==> src/logic/sweep_timing_regs.svh <==
// Purpose: constants of the sweep interval and burst timing block
// Assumes: 16-bit configuration words, 200 MHz master clock
// Notes: offsets, field positions, reset values and timing counts
`ifndef SWEEP_TIMING_REGS_SVH
`define SWEEP_TIMING_REGS_SVH

// ========================================================
// register port addresses
`define ADDR_CMD 4'h0
`define ADDR_STATUS 4'h1
`define ADDR_FREQ_LO 4'h2
`define ADDR_FREQ_HI 4'h3
`define ADDR_STEP 4'h4
`define ADDR_INTERVAL 4'h5
`define ADDR_BURST 4'h6

// ========================================================
// command word prefixes, bits 15 to 12
`define CMD_CONTROL 4'b0000
`define CMD_INCR_COUNT 4'b0001
`define CMD_STEP_LO 4'b0010
`define CMD_STEP_HI 4'b0011
`define CMD_INTERVAL 4'b01??
`define CMD_BURST 4'b10??
`define CMD_START_LO 4'b1100
`define CMD_START_HI 4'b1101

// ========================================================
// field positions
`define FLD_SEL_BIT 13
`define FLD_MULT_HI 12
`define FLD_MULT_LO 11
`define FLD_CNT_HI 10
`define FLD_WIDE_BIT 11
`define FLD_STEP_NEG_BIT 11
`define FLD_CW_BIT 7
`define FLD_MODE_HI 6
`define FLD_MODE_LO 5

// ========================================================
// stepping mode codes of the two mode bits
`define MODE_CODE_AUTO 2'b00
`define MODE_CODE_EXT_INC 2'b01
`define MODE_CODE_EXT_BOTH 2'b10

// ========================================================
// time-base prescale limits, multiplier minus one
`define MULT_LIMIT_1 9'h000
`define MULT_LIMIT_5 9'h004
`define MULT_LIMIT_100 9'h063
`define MULT_LIMIT_500 9'h1f3

// ========================================================
// reset values
`define RST_CONTROL 12'h000
`define RST_INCR_COUNT 12'h002
`define RST_INTERVAL 11'h002
`define RST_BURST 11'h001
`define RST_MULT 2'b00
`define RST_SEL 1'b1

`endif
==> src/logic/sweep_timing_pkg.sv <==
// Purpose: types of the sweep interval and burst timing block
// Assumes: sweep_timing_regs.svh holds the numeric constants
// Notes: state codes are one-hot
`include "sweep_timing_regs.svh"

package sweep_timing_pkg;

    // ========================================================
    // sequencer states
    typedef enum logic [2:0] {
        ST_IDLE = 3'b001,
        ST_BURST = 3'b010,
        ST_LISTEN = 3'b100
    } state_type;

    // ========================================================
    // stepping modes
    typedef enum logic [1:0] {
        MODE_AUTO = `MODE_CODE_AUTO,
        MODE_EXT_INC = `MODE_CODE_EXT_INC,
        MODE_EXT_BOTH = `MODE_CODE_EXT_BOTH
    } mode_type;

endpackage

==> src/logic/pin_edge_sync.sv <==
// Purpose: bring the control pin into the clock domain
// Assumes: one clock, synchronous active-low reset
// Notes: level and rise are valid two edges after the pin moves
module pin_edge_sync (
    input wire logic clk,
    input wire logic nrst,
    input wire logic pin,
    output logic level,
    output logic rise
);

    logic meta_r;
    logic sync_r;
    logic prev_r;

    // ========================================================
    // two-stage synchroniser, then edge history
    always_ff @(posedge clk) begin
        if (!nrst) begin
            meta_r <= 1'b0;
            sync_r <= 1'b0;
            prev_r <= 1'b0;
        end else begin
            meta_r <= pin;
            sync_r <= meta_r;
            prev_r <= sync_r;
        end
    end

    // level and rising edge seen only after the second stage
    assign level = sync_r;
    assign rise = sync_r & ~prev_r;

endmodule

==> src/logic/sweep_interval_burst_timing.sv <==
// Purpose: interval, burst and stepping control of a frequency sweep
// Assumes: wave_cycle pulses once per output waveform cycle
// Notes: config words are written whole at the command address
`include "sweep_timing_regs.svh"

module sweep_interval_burst_timing (
    input wire logic clk,
    input wire logic nrst,
    input wire logic [3:0] addr,
    input wire logic [15:0] wdata,
    input wire logic wr_en,
    input wire logic rd_en,
    output logic [15:0] rdata,
    input wire logic ctrl_pin,
    input wire logic wave_cycle,
    output logic [23:0] freq_word,
    output logic midscale,
    output logic sweep_active,
    output logic step_pulse,
    output logic sweep_done
);

    // ========================================================
    // decoders

    // stepping mode from the two mode bits; unused code runs auto
    function automatic sweep_timing_pkg::mode_type step_mode(
        input logic [1:0] code
    );
        sweep_timing_pkg::mode_type m;
        m = sweep_timing_pkg::MODE_AUTO;
        if (code == `MODE_CODE_EXT_INC) begin
            m = sweep_timing_pkg::MODE_EXT_INC;
        end else if (code == `MODE_CODE_EXT_BOTH) begin
            m = sweep_timing_pkg::MODE_EXT_BOTH;
        end
        return m;
    endfunction

    // prescale limit of the time-base multiplier
    function automatic logic [8:0] mult_limit(input logic [1:0] code);
        logic [8:0] lim;
        lim = `MULT_LIMIT_1;
        unique case (code)
            2'b00: lim = `MULT_LIMIT_1;
            2'b01: lim = `MULT_LIMIT_5;
            2'b10: lim = `MULT_LIMIT_100;
            2'b11: lim = `MULT_LIMIT_500;
        endcase
        return lim;
    endfunction

    // ========================================================
    // configuration storage
    logic [11:0] control_r;
    logic [11:0] incr_count_r;
    logic [11:0] step_lo_r;
    logic [10:0] step_hi_r;
    logic step_neg_r;
    logic [11:0] start_lo_r;
    logic [11:0] start_hi_r;
    logic [11:0] start_lo_hold_r;
    logic interval_sel_r;
    logic [1:0] interval_mult_r;
    logic [10:0] interval_count_r;
    logic burst_sel_r;
    logic [1:0] burst_mult_r;
    logic [10:0] burst_count_r;

    // sequencer state
    sweep_timing_pkg::state_type state_r;
    sweep_timing_pkg::state_type state_nxt;
    logic [8:0] prescale_r;
    logic [10:0] unit_cnt_r;
    logic [11:0] step_cnt_r;
    logic [23:0] freq_r;
    logic midscale_r;
    logic sweep_active_r;
    logic step_pulse_r;
    logic sweep_done_r;
    logic [15:0] rdata_r;

    // control pin view
    logic ctrl_level;
    logic ctrl_rise;

    // derived timing terms
    sweep_timing_pkg::mode_type mode;
    logic cw;
    logic time_sel;
    logic [1:0] time_mult;
    logic [8:0] prescale_lim;
    logic tick;
    logic running;
    logic start_ev;
    logic ext_step_ev;
    logic auto_int_end;
    logic int_end;
    logic step_ev;
    logic end_ev;
    logic restart;
    logic burst_end;
    logic [23:0] step_mag;
    logic [23:0] step_add;

    // ========================================================
    // control pin synchroniser and edge detector
    pin_edge_sync u_ctrl_sync (
        .clk(clk),
        .nrst(nrst),
        .pin(ctrl_pin),
        .level(ctrl_level),
        .rise(ctrl_rise)
    );

    // ========================================================
    // configuration word writes, decoded by top bits
    always_ff @(posedge clk) begin
        if (!nrst) begin
            control_r <= `RST_CONTROL;
            incr_count_r <= `RST_INCR_COUNT;
            step_lo_r <= 12'h000;
            step_hi_r <= 11'h000;
            step_neg_r <= 1'b0;
            start_lo_r <= 12'h000;
            start_hi_r <= 12'h000;
            start_lo_hold_r <= 12'h000;
        end else if (wr_en && addr == `ADDR_CMD) begin
            casez (wdata[15:12])
                `CMD_CONTROL: begin
                    control_r <= wdata[11:0];
                end
                `CMD_INCR_COUNT: begin
                    incr_count_r <= wdata[11:0];
                end
                `CMD_STEP_LO: begin
                    step_lo_r <= wdata[11:0];
                end
                `CMD_STEP_HI: begin
                    step_neg_r <= wdata[`FLD_STEP_NEG_BIT];
                    step_hi_r <= wdata[`FLD_CNT_HI:0];
                end
                `CMD_START_LO: begin
                    // wide mode holds the low half until the high write
                    if (control_r[`FLD_WIDE_BIT]) begin
                        start_lo_hold_r <= wdata[11:0];
                    end else begin
                        start_lo_r <= wdata[11:0];
                    end
                end
                `CMD_START_HI: begin
                    start_hi_r <= wdata[11:0];
                    if (control_r[`FLD_WIDE_BIT]) begin
                        start_lo_r <= start_lo_hold_r;
                    end
                end
                default: begin
                end
            endcase
        end
    end

    // interval and burst words, each with its own two-bit prefix
    always_ff @(posedge clk) begin
        if (!nrst) begin
            interval_sel_r <= `RST_SEL;
            interval_mult_r <= `RST_MULT;
            interval_count_r <= `RST_INTERVAL;
            burst_sel_r <= `RST_SEL;
            burst_mult_r <= `RST_MULT;
            burst_count_r <= `RST_BURST;
        end else if (wr_en && addr == `ADDR_CMD) begin
            casez (wdata[15:12])
                `CMD_INTERVAL: begin
                    interval_sel_r <= wdata[`FLD_SEL_BIT];
                    interval_mult_r <=
                        wdata[`FLD_MULT_HI:`FLD_MULT_LO];
                    interval_count_r <= wdata[`FLD_CNT_HI:0];
                end
                `CMD_BURST: begin
                    burst_sel_r <= wdata[`FLD_SEL_BIT];
                    burst_mult_r <=
                        wdata[`FLD_MULT_HI:`FLD_MULT_LO];
                    burst_count_r <= wdata[`FLD_CNT_HI:0];
                end
                default: begin
                end
            endcase
        end
    end

    // ========================================================
    // mode and time-base selection
    assign mode = step_mode(control_r[`FLD_MODE_HI:`FLD_MODE_LO]);
    assign cw = control_r[`FLD_CW_BIT];

    // external increment uses the burst word's own time base
    assign time_sel = (mode == sweep_timing_pkg::MODE_EXT_INC) ?
                      burst_sel_r : interval_sel_r;
    assign time_mult = (mode == sweep_timing_pkg::MODE_EXT_INC) ?
                       burst_mult_r : interval_mult_r;
    assign prescale_lim = mult_limit(time_mult);

    // base tick: one multiplied clock period or one output cycle
    assign tick = time_sel ? (prescale_r == prescale_lim) : wave_cycle;

    // ========================================================
    // sequencing events
    assign running = (state_r != sweep_timing_pkg::ST_IDLE);
    assign start_ev = !running && ctrl_rise;
    assign ext_step_ev = running && ctrl_rise &&
                         (mode != sweep_timing_pkg::MODE_AUTO);
    assign auto_int_end = running &&
                          (mode == sweep_timing_pkg::MODE_AUTO) && tick &&
                          (({1'b0, unit_cnt_r} + 12'h001) >=
                           {1'b0, interval_count_r});
    assign int_end = auto_int_end || ext_step_ev;
    assign step_ev = int_end && (step_cnt_r != incr_count_r);
    assign end_ev = int_end && (step_cnt_r == incr_count_r);
    assign restart = start_ev || step_ev;

    // burst ends after the programmed count of ticks
    assign burst_end = tick && !cw &&
                       (state_r == sweep_timing_pkg::ST_BURST) &&
                       (mode != sweep_timing_pkg::MODE_EXT_BOTH) &&
                       (({1'b0, unit_cnt_r} + 12'h001) >=
                        {1'b0, burst_count_r});

    // signed step, two's complement of the magnitude when negative
    assign step_mag = {1'b0, step_hi_r, step_lo_r};
    assign step_add = step_neg_r ? (24'h00_0000 - step_mag) : step_mag;

    // ========================================================
    // next state
    always_comb begin
        state_nxt = state_r;
        unique case (state_r)
            sweep_timing_pkg::ST_IDLE: begin
                if (start_ev) begin
                    state_nxt = sweep_timing_pkg::ST_BURST;
                end
            end
            sweep_timing_pkg::ST_BURST,
            sweep_timing_pkg::ST_LISTEN: begin
                if (restart) begin
                    state_nxt = sweep_timing_pkg::ST_BURST;
                end else if (end_ev) begin
                    state_nxt = sweep_timing_pkg::ST_IDLE;
                end else if (mode == sweep_timing_pkg::MODE_EXT_BOTH) begin
                    // pin level sets burst and listen directly while cw is clear; cw holds burst
                    if (cw || ctrl_level) begin
                        state_nxt = sweep_timing_pkg::ST_BURST;
                    end else begin
                        state_nxt = sweep_timing_pkg::ST_LISTEN;
                    end
                end else if (cw) begin
                    state_nxt = sweep_timing_pkg::ST_BURST;
                end else if (burst_end) begin
                    state_nxt = sweep_timing_pkg::ST_LISTEN;
                end
            end
        endcase
    end

    // state register and the outputs that follow it
    always_ff @(posedge clk) begin
        if (!nrst) begin
            state_r <= sweep_timing_pkg::ST_IDLE;
            midscale_r <= 1'b1;
            sweep_active_r <= 1'b0;
        end else begin
            state_r <= state_nxt;
            midscale_r <= (state_nxt != sweep_timing_pkg::ST_BURST);
            sweep_active_r <= (state_nxt != sweep_timing_pkg::ST_IDLE);
        end
    end

    // ========================================================
    // time-base prescaler, restarted with each interval
    always_ff @(posedge clk) begin
        if (!nrst) begin
            prescale_r <= 9'h000;
        end else if (restart || !running || !time_sel) begin
            prescale_r <= 9'h000;
        end else if (prescale_r == prescale_lim) begin
            prescale_r <= 9'h000;
        end else begin
            prescale_r <= prescale_r + 9'h001;
        end
    end

    // ticks elapsed in the current interval, saturating
    always_ff @(posedge clk) begin
        if (!nrst) begin
            unit_cnt_r <= 11'h000;
        end else if (restart || !running) begin
            unit_cnt_r <= 11'h000;
        end else if (tick && unit_cnt_r != 11'h7ff) begin
            unit_cnt_r <= unit_cnt_r + 11'h001;
        end
    end

    // ========================================================
    // increments taken and the frequency being output
    always_ff @(posedge clk) begin
        if (!nrst) begin
            step_cnt_r <= 12'h000;
            freq_r <= 24'h00_0000;
        end else if (start_ev) begin
            step_cnt_r <= 12'h000;
            freq_r <= {start_hi_r, start_lo_r};
        end else if (step_ev) begin
            step_cnt_r <= step_cnt_r + 12'h001;
            freq_r <= freq_r + step_add;
        end
    end

    // one-cycle event flags
    always_ff @(posedge clk) begin
        if (!nrst) begin
            step_pulse_r <= 1'b0;
            sweep_done_r <= 1'b0;
        end else begin
            step_pulse_r <= step_ev;
            sweep_done_r <= end_ev;
        end
    end

    // ========================================================
    // read port, data valid only in the cycle after the strobe
    always_ff @(posedge clk) begin
        if (!nrst) begin
            rdata_r <= 16'h0000;
        end else if (rd_en) begin
            unique case (addr)
                `ADDR_CMD: rdata_r <= {4'h0, control_r};
                `ADDR_STATUS: rdata_r <= {8'h00, ctrl_level, cw,
                                          control_r[`FLD_MODE_HI:
                                                    `FLD_MODE_LO],
                                          midscale_r, state_r};
                `ADDR_FREQ_LO: rdata_r <= {4'h0, freq_r[11:0]};
                `ADDR_FREQ_HI: rdata_r <= {4'h0, freq_r[23:12]};
                `ADDR_STEP: rdata_r <= {4'h0, step_cnt_r};
                `ADDR_INTERVAL: rdata_r <= {2'b00, interval_sel_r,
                                            interval_mult_r,
                                            interval_count_r};
                `ADDR_BURST: rdata_r <= {2'b00, burst_sel_r,
                                         burst_mult_r, burst_count_r};
                default: rdata_r <= 16'h0000;
            endcase
        end else begin
            rdata_r <= 16'h0000;
        end
    end

    // ========================================================
    // outputs straight from flip-flops
    assign rdata = rdata_r;
    assign freq_word = freq_r;
    assign midscale = midscale_r;
    assign sweep_active = sweep_active_r;
    assign step_pulse = step_pulse_r;
    assign sweep_done = sweep_done_r;

endmodule

==> config.mk <==
export PLATFORM = sky130hd
export DESIGN_NAME = sweep_interval_burst_timing
export DESIGN_NICKNAME = d
export VERILOG_FILES = /design/src/logic/sweep_timing_pkg.sv /design/src/logic/pin_edge_sync.sv /design/src/logic/sweep_interval_burst_timing.sv
export VERILOG_INCLUDE_DIRS = /design/src /design/src/logic
export SDC_FILE = /design/constraint.sdc
export NUM_CORES = 1
export LEC_CHECK = 0
export BUFFER_PORTS_ARGS = -buffer_cell sky130_fd_sc_hd__buf_2
export CORE_MARGIN = 5
export CORE_UTILIZATION = 45
export CTS_CLUSTER_DIAMETER = 30
export DETAILED_ROUTE_END_ITERATION = 8
export GPL_TIMING_DRIVEN = 0
export PLACE_DENSITY = 0.71
export RECOVER_POWER = 25
export SYNTH_ARGS = -nofsm -noshare
export SYNTH_HDL_FRONTEND = slang
export SYNTH_SLANG_ARGS = --single-unit
==> constraint.sdc <==
create_clock -name clk -period 3.9 [get_ports clk]
set_clock_uncertainty 0.2 [all_clocks]
set_input_delay 0.39 -clock clk [delete_from_list [all_inputs] [get_ports clk]]
set_output_delay 0.39 -clock clk [all_outputs]
set_load 0.02 [all_outputs]
==> Word level (Yosys, flattened, before mapping) <==
Index checks and enable logic that the tools add are counted.
{ "word_totals": {"ff_bits": 194, "inputBits": 26, "out_inout_bits": 44, "elab_cells": 135} }
{ "classes": {"add_sub_neg": 6, "magnitude_cmp": 2, "eq_ne": 33, "muxes": 21, "bitwise": 3, "reduce_logical": 43} }
{ "op_table": {"columns": ["op", "count"], "rows": [
  ["$pmux W14 S7", 1],
  ["$mux W24", 3],
  ["$pmux W9 S4", 1],
  ["$add A24 B24 Y24", 1],
  ["$ge A12 B11 Y1", 2],
  ["$mux W12", 2],
  ["$pmux W12 S2", 1],
  ["$sub A1 B23 Y24 const A", 1],
  ["$mux W3", 7],
  ["$eq A4 B2 Y1 const B", 4],
  ["$reduce_and A2 Y1", 8],
  ["$logic_and A1 B1 Y1", 14],
  ["$add A11 B1 Y12 const B", 1],
  ["$add A12 B1 Y12 const B", 1],
  ["$eq A12 B12 Y1", 1],
  ["$eq A4 B3 Y1 const B", 3],
  ["$ne A12 B12 Y1", 1],
  ["$add A11 B1 Y11 const B", 1],
  ["$ne A11 B11 Y1 const B", 1],
  ["$eq A2 B2 Y1 const B", 5],
  ["$add A9 B1 Y9 const B", 1],
  ["$eq A9 B9 Y1", 1],
  ["$eq A2 B1 Y1 const B", 4],
  ["$eq A4 B1 Y1 const B", 2],
  ["other kinds (21)", 41]
]} }

==> Logic depth before layout (Yosys ltp) <==
{ "depth": {"word_depth": 20, "depth_mapped": 17, "ltp_nobuf": 17} }

==> Modules after synthesis <==
A second synthesis with hierarchy kept.
{ "unflattened": {"hier_cells": 1263, "hier_area_um2": 10178.5} }
{ "modules_own_cells": {"columns": ["module", "n_inst", "cells_each", "area_each_um2", "seq_area_each_um2"], "rows": [
  ["sweep_interval_burst_timing", 1, 1256, 10085.9, 3783.6],
  ["pin_edge_sync", 1, 7, 92.6, 60.1]
]} }

==> Worst setup path before layout <==
OpenSTA, ideal clock, no wires.
{ "synth_path": {"path_kind": "register to register", "from": "reg step_lo_r[6]", "to": "reg freq_r[23], in the netlist freq_word[23]", "setup_ns": 0.133, "t_arrival_ns": 3.680, "t_required_ns": 3.567, "slack_ns": -0.113, "stages_incl_launch_ff": 14, "n_path_buf": 0, "period_less_slack_ns": 4.013, "path_cell_list": "dfxtp_1 > or4_1 > or2_1 > or3_1 > o21ai_0 > xnor2_1 > ha_1 > a2111oi_0 > a21boi_0 > a31oi_1 > o21ai_0 > a311oi_2 > mux2i_1 > o311ai_1"} }
{ "synth_between": {"elab_chain_cells": 5} }
{ "synth_lines": {"columns": ["element", "line", "source"], "rows": [
  ["start, declared", "sweep_interval_burst_timing.sv:57", "logic [11:0] step_lo_r;"],
  ["start signal, assigned", "sweep_interval_burst_timing.sv:137", "step_lo_r <= wdata[11:0];"],
  ["$sub A1 B23 Y24", "sweep_interval_burst_timing.sv:231", "assign step_add = step_neg_r ? (24'h00_0000 - step_mag) : step_mag;"],
  ["$mux W24 *", "sweep_interval_burst_timing.sv:231", null],
  ["$add A24 B24 Y24 *", "sweep_interval_burst_timing.sv:314", "freq_r <= freq_r + step_add;"],
  ["$mux W24 *", "sweep_interval_burst_timing.sv:312", "end else if (step_ev) begin"],
  ["$mux W24 *", "sweep_interval_burst_timing.sv:309", "end else if (start_ev) begin"],
  ["end signal, assigned", "sweep_interval_burst_timing.sv:311", "freq_r <= {start_hi_r, start_lo_r};"],
  ["end signal, assigned", "sweep_interval_burst_timing.sv:314", null],
  ["end, declared", "sweep_interval_burst_timing.sv:76", "logic [23:0] freq_r;"]
]} }
Mark *: on every way between the ends. The rest lies on a longest branch, timed or not. The select of a mux whose other input is x is not followed.
A chain may end at the register's enable or synchronous reset.

==> Final worst setup path <==
{ "layout_path": {"from": "reg step_lo_r[9]", "to": "reg freq_r[23], in the netlist freq_word[23]"} }
The elaborated chain is that of the path after synthesis.

==> metrics.md <==
| Metric | Value |
|---|---|
| Run status | finished, violations left |
| Violations in the final reports | negative setup slack |
| Total number of yosys warnings | 0 |
| DRC violations left | 0 |
| Initial DRC Count | 1,007 |
| Most frequent standard cell in the layout excluding fill and tap cells | sky130_fd_sc_hd__dfxtp_1 |
| Overall die area | 0.0263 mm² |
| Worst slack after detailed placement | -0.672 ns |
| Hold WS | 0.141 ns |
| Static Leak | 4.81 nW |
| Hold/Removal Path Class | primary input to register |
| Count of port buffers added during placement | 50 |
| Num CTS Buffers | 17 |
| Highest achievable clock rate | 241 MHz |
| Setup slack on the worst flop-to-flop path | -0.25 ns |
| CTS Buffer Depth | 2 |
| Area growth syn-to-layout | 16.2% |
| Maximum number of pins on one net before global-route repair | 17 |
| Minimum setup slack in the final design | -0.251 ns |
| EDFF count, synth | 0 |
| Cells after synthesis | 1,263 |
| Post-route antenna net violation count | 0 |
| Die boundary height | 162 µm |
| Cell accounting for the most synthesized area | sky130_fd_sc_hd__dfxtp_1 |
| Worst Hold Path Cells | 3 |
| Number of synthesized register bits | 192 |
| Highest ir drop seen on vdd | 0.264 mV |
| Clk_lat worst skew | 0.45 ns |
| Number of setup violations in the final report | 4 |
| Top_reg_cell synth | sky130_fd_sc_hd__dfxtp_1 |
| WL per Instance | 20.5 µm |
| Proportion of synthesized chip area in sequential cells | 36.9% |
| Setup repair after global routing missed its margin | yes |
| Origin of the critical flop-to-flop path | step_lo_r[9] |
| Cell total after placement | 1,599 |
| Top cell type's share of synthesized area | 36.9% |
| Avg Cell Area, Syn | 8.25 µm² |
| Vias per cell | 5.99 |
| Crit Path Category | register to register |
| TritonRoute pass-1 iters | 8 |
| Slew at the pin closest to its max-slew limit | 1.03 ns |
| Via count of the first global-routing pass | 9,126 |
| Aggregate global-route resource usage | 25.2% |
| TritonCTS clock tree | done |
| Worst reg2reg path depth | 15 |
| Data required time at the worst endpoint | 3.99 ns |
| Number of H-tree levels | 4 |
| DP HPWL | 24.8 mm |
| Antenna diode instance count | 0 |
| Clock sinks | 192 |
| Global-route wire length before repair | 51.4 mm |
| Number of antenna violations at the first check in global routing | 2 |
| Layout cell share with drive strength beyond 1 | 11.4% |
| Row count | 55 |
| Share of the cycle needed by the critical path after routing | 106% |
| Total overflow reported by the global router | 0 |
| Total vias in the final route | 9,926 |
| Clock root cell | sky130_fd_sc_hd__clkbuf_16 |
| Max-capacitance violation count | 0 |
| Distinct cell type count of the synthesized netlist | 79 |
| Hold EP | burst_sel_r |
| Number of non-filler instances in the completed layout | 1,658 |
| Count of final hold-check violations | 0 |
| Standard cell core area | 0.0227 mm² |
| Sort of element at the start of the critical path | register |
| Final RePlAce weighted congestion | 0.956 |
| Final Max Slew Viols | 0 |
| Power per cell area | 326 mW/mm² |
| Worst min-delay path startpoint | wdata[13] |
| Wire length after detailed routing | 34.0 mm |
| Endpoint class of the critical path | register |
| Post-Route Utilization | 53.3% |
| X dimension of the die | 162 µm |
| Starting Density | 45.9% |
| Most used cells in the layout excluding fill and tap cells | sky130_fd_sc_hd__dfxtp_1, sky130_fd_sc_hd__nand2_1, sky130_fd_sc_hd__nor2_1 |
| Cell area after synthesis | 0.0104 mm² |
| Final net count | 1,438 |
| Endpoint of the worst register-to-register path | freq_word[23] |
| Leading cell types by total area after synthesis | sky130_fd_sc_hd__dfxtp_1, sky130_fd_sc_hd__mux2i_1, sky130_fd_sc_hd__ha_1, sky130_fd_sc_hd__nand2_1, sky130_fd_sc_hd__a21oi_1 |
| Relative max-transition margin | 31.1% |
| Number of primary I/O pins | 70 |
| Final critical-path required period | 4.15 ns |
| Largest driver fanout on the critical path | 4 |
| Post-CTS clock slew at the launch and capture registers of the worst setup and hold paths | 0.07 ns |
| Ys async rst share | 0% |
| Worst Path Arrival | 4.24 ns |
==> worst max path at each step <==
stage	to	slack [ns]	from
floorplan	freq_word[23]	0.01	step_lo_r[6]
global placement	freq_word[23]	-0.58	step_lo_r[2]
detailed placement	freq_word[23]	-0.67	step_lo_r[2]
CTS	freq_word[23]	-0.23	step_lo_r[9]
global route	freq_word[23]	-0.40	step_lo_r[9]
finish	freq_word[23]	-0.25	step_lo_r[9]
==> cell families after synthesis <==
kind of cell               share of synthesized area [%]
and+or+nand+nor                                     20.3
other                                             0.0360
DFF                                                 36.9
muxes                                               7.61
AOI/OAI and AO/OA                                   17.3
buffers and inverters                               4.79
xor gates and xnor gates                            6.81
adders and majority gates                           6.31
==> layout make-up <==
cell class / count / area [µm²]
plain buffers: 80 / 368
well taps: 285 / 357
clock buffers: 22 / 474
inverters: 44 / 165
flip-flops and latches: 192 / 3870
clock inverters: 10 / 103
fillers: 2122 / 10600
multi-input cells: 948 / 6370
repair buffers: 77 / 410
==> power by group <==
group | internal (mW) | switching, mW
Sequential | 1.97 | 0.00958
Combinational | 0.0714 | 0.177
Clock | 0.939 | 0.788
==> repair_timing <==
item | CTS | global route
hold buffers | 1 | 0
gates cloned | 0 | 0
setup endpoints to repair | 53 | 59
gates resized for setup | 47 | 40
pin swaps | 23 | 24
hold endpoints to repair | 1 | 0
setup buffers | 13 | 13
==> routing by layer <==
layer | GRT usage, % | wire, µm | vias to the layer above
met1 | 33.9 | 14400 | 4739
li1 | - | - | 4630
met4 | 8.27 | 1130 | 4
met3 | 5.25 | 3040 | 82
met5 | 0 | 14 | -
met2 | 40.5 | 15400 | 471
==> state kept, by name, summed over array words and instances, names as in the netlist, 12 cells and up <==
signal           count
start_lo_hold_r     12
freq_word           24
incr_count_r        12
step_cnt_r          12
start_lo_r          12
rdata               14
start_hi_r          12
step_lo_r           12
control_r           12
==> synth_stat cells, types with 9 or more instances <==
| cell | number |
|---|---|
| sky130_fd_sc_hd__nand3_1 | 44 |
| sky130_fd_sc_hd__nor3_1 | 18 |
| sky130_fd_sc_hd__ha_1 | 51 |
| sky130_fd_sc_hd__nand2b_1 | 10 |
| sky130_fd_sc_hd__buf_1 | 9 |
| sky130_fd_sc_hd__nand2_1 | 166 |
| sky130_fd_sc_hd__mux2i_1 | 71 |
| sky130_fd_sc_hd__and3_1 | 11 |
| sky130_fd_sc_hd__a22oi_1 | 29 |
| sky130_fd_sc_hd__a31oi_1 | 18 |
| sky130_fd_sc_hd__o31ai_1 | 9 |
| sky130_fd_sc_hd__o211ai_1 | 9 |
| sky130_fd_sc_hd__xnor2_1 | 56 |
| sky130_fd_sc_hd__a21o_1 | 11 |
| sky130_fd_sc_hd__inv_1 | 43 |
| sky130_fd_sc_hd__clkbuf_1 | 60 |
| sky130_fd_sc_hd__o21ai_0 | 36 |
| sky130_fd_sc_hd__nand4_1 | 10 |
| sky130_fd_sc_hd__dfxtp_1 | 192 |
| sky130_fd_sc_hd__nor4_1 | 10 |
| sky130_fd_sc_hd__and2_1 | 12 |
| sky130_fd_sc_hd__xor2_1 | 25 |
| sky130_fd_sc_hd__a21oi_1 | 114 |
| sky130_fd_sc_hd__nor2_1 | 125 |
==> critical path, cell delays in order, from the launching register on <==
cell                       delay (ns)
sky130_fd_sc_hd__dfxtp_2         0.32
sky130_fd_sc_hd__or4_4           0.53
sky130_fd_sc_hd__or2_1           0.24
sky130_fd_sc_hd__or3_4           0.37
sky130_fd_sc_hd__o31ai_4         0.26
sky130_fd_sc_hd__xnor2_2         0.16
sky130_fd_sc_hd__ha_4            0.24
sky130_fd_sc_hd__o21a_1          0.17
sky130_fd_sc_hd__o211ai_1        0.19
sky130_fd_sc_hd__nand2_2         0.10
sky130_fd_sc_hd__a21boi_4        0.16
sky130_fd_sc_hd__a31oi_4         0.25
sky130_fd_sc_hd__o21ai_4         0.11
sky130_fd_sc_hd__a311oi_4        0.37
sky130_fd_sc_hd__mux2i_1         0.22
sky130_fd_sc_hd__o311ai_1        0.11
==> stage by stage <==
| stage | cell area, µm² | power (mW) | setup TNS [ns] |
|---|---|---|---|
| CTS | 11900 | 3.94 | -0.354 |
| finish | 12100 | 3.95 | -0.505 |
| global placement | 11100 | 2.25 | -10.60 |
| global route | 12100 | 4.06 | -1.73 |
| detailed placement | 11100 | 2.25 | -11.51 |
| floorplan | 10400 | 2.16 | 0 |
Power figures use the tool's default switching activity.
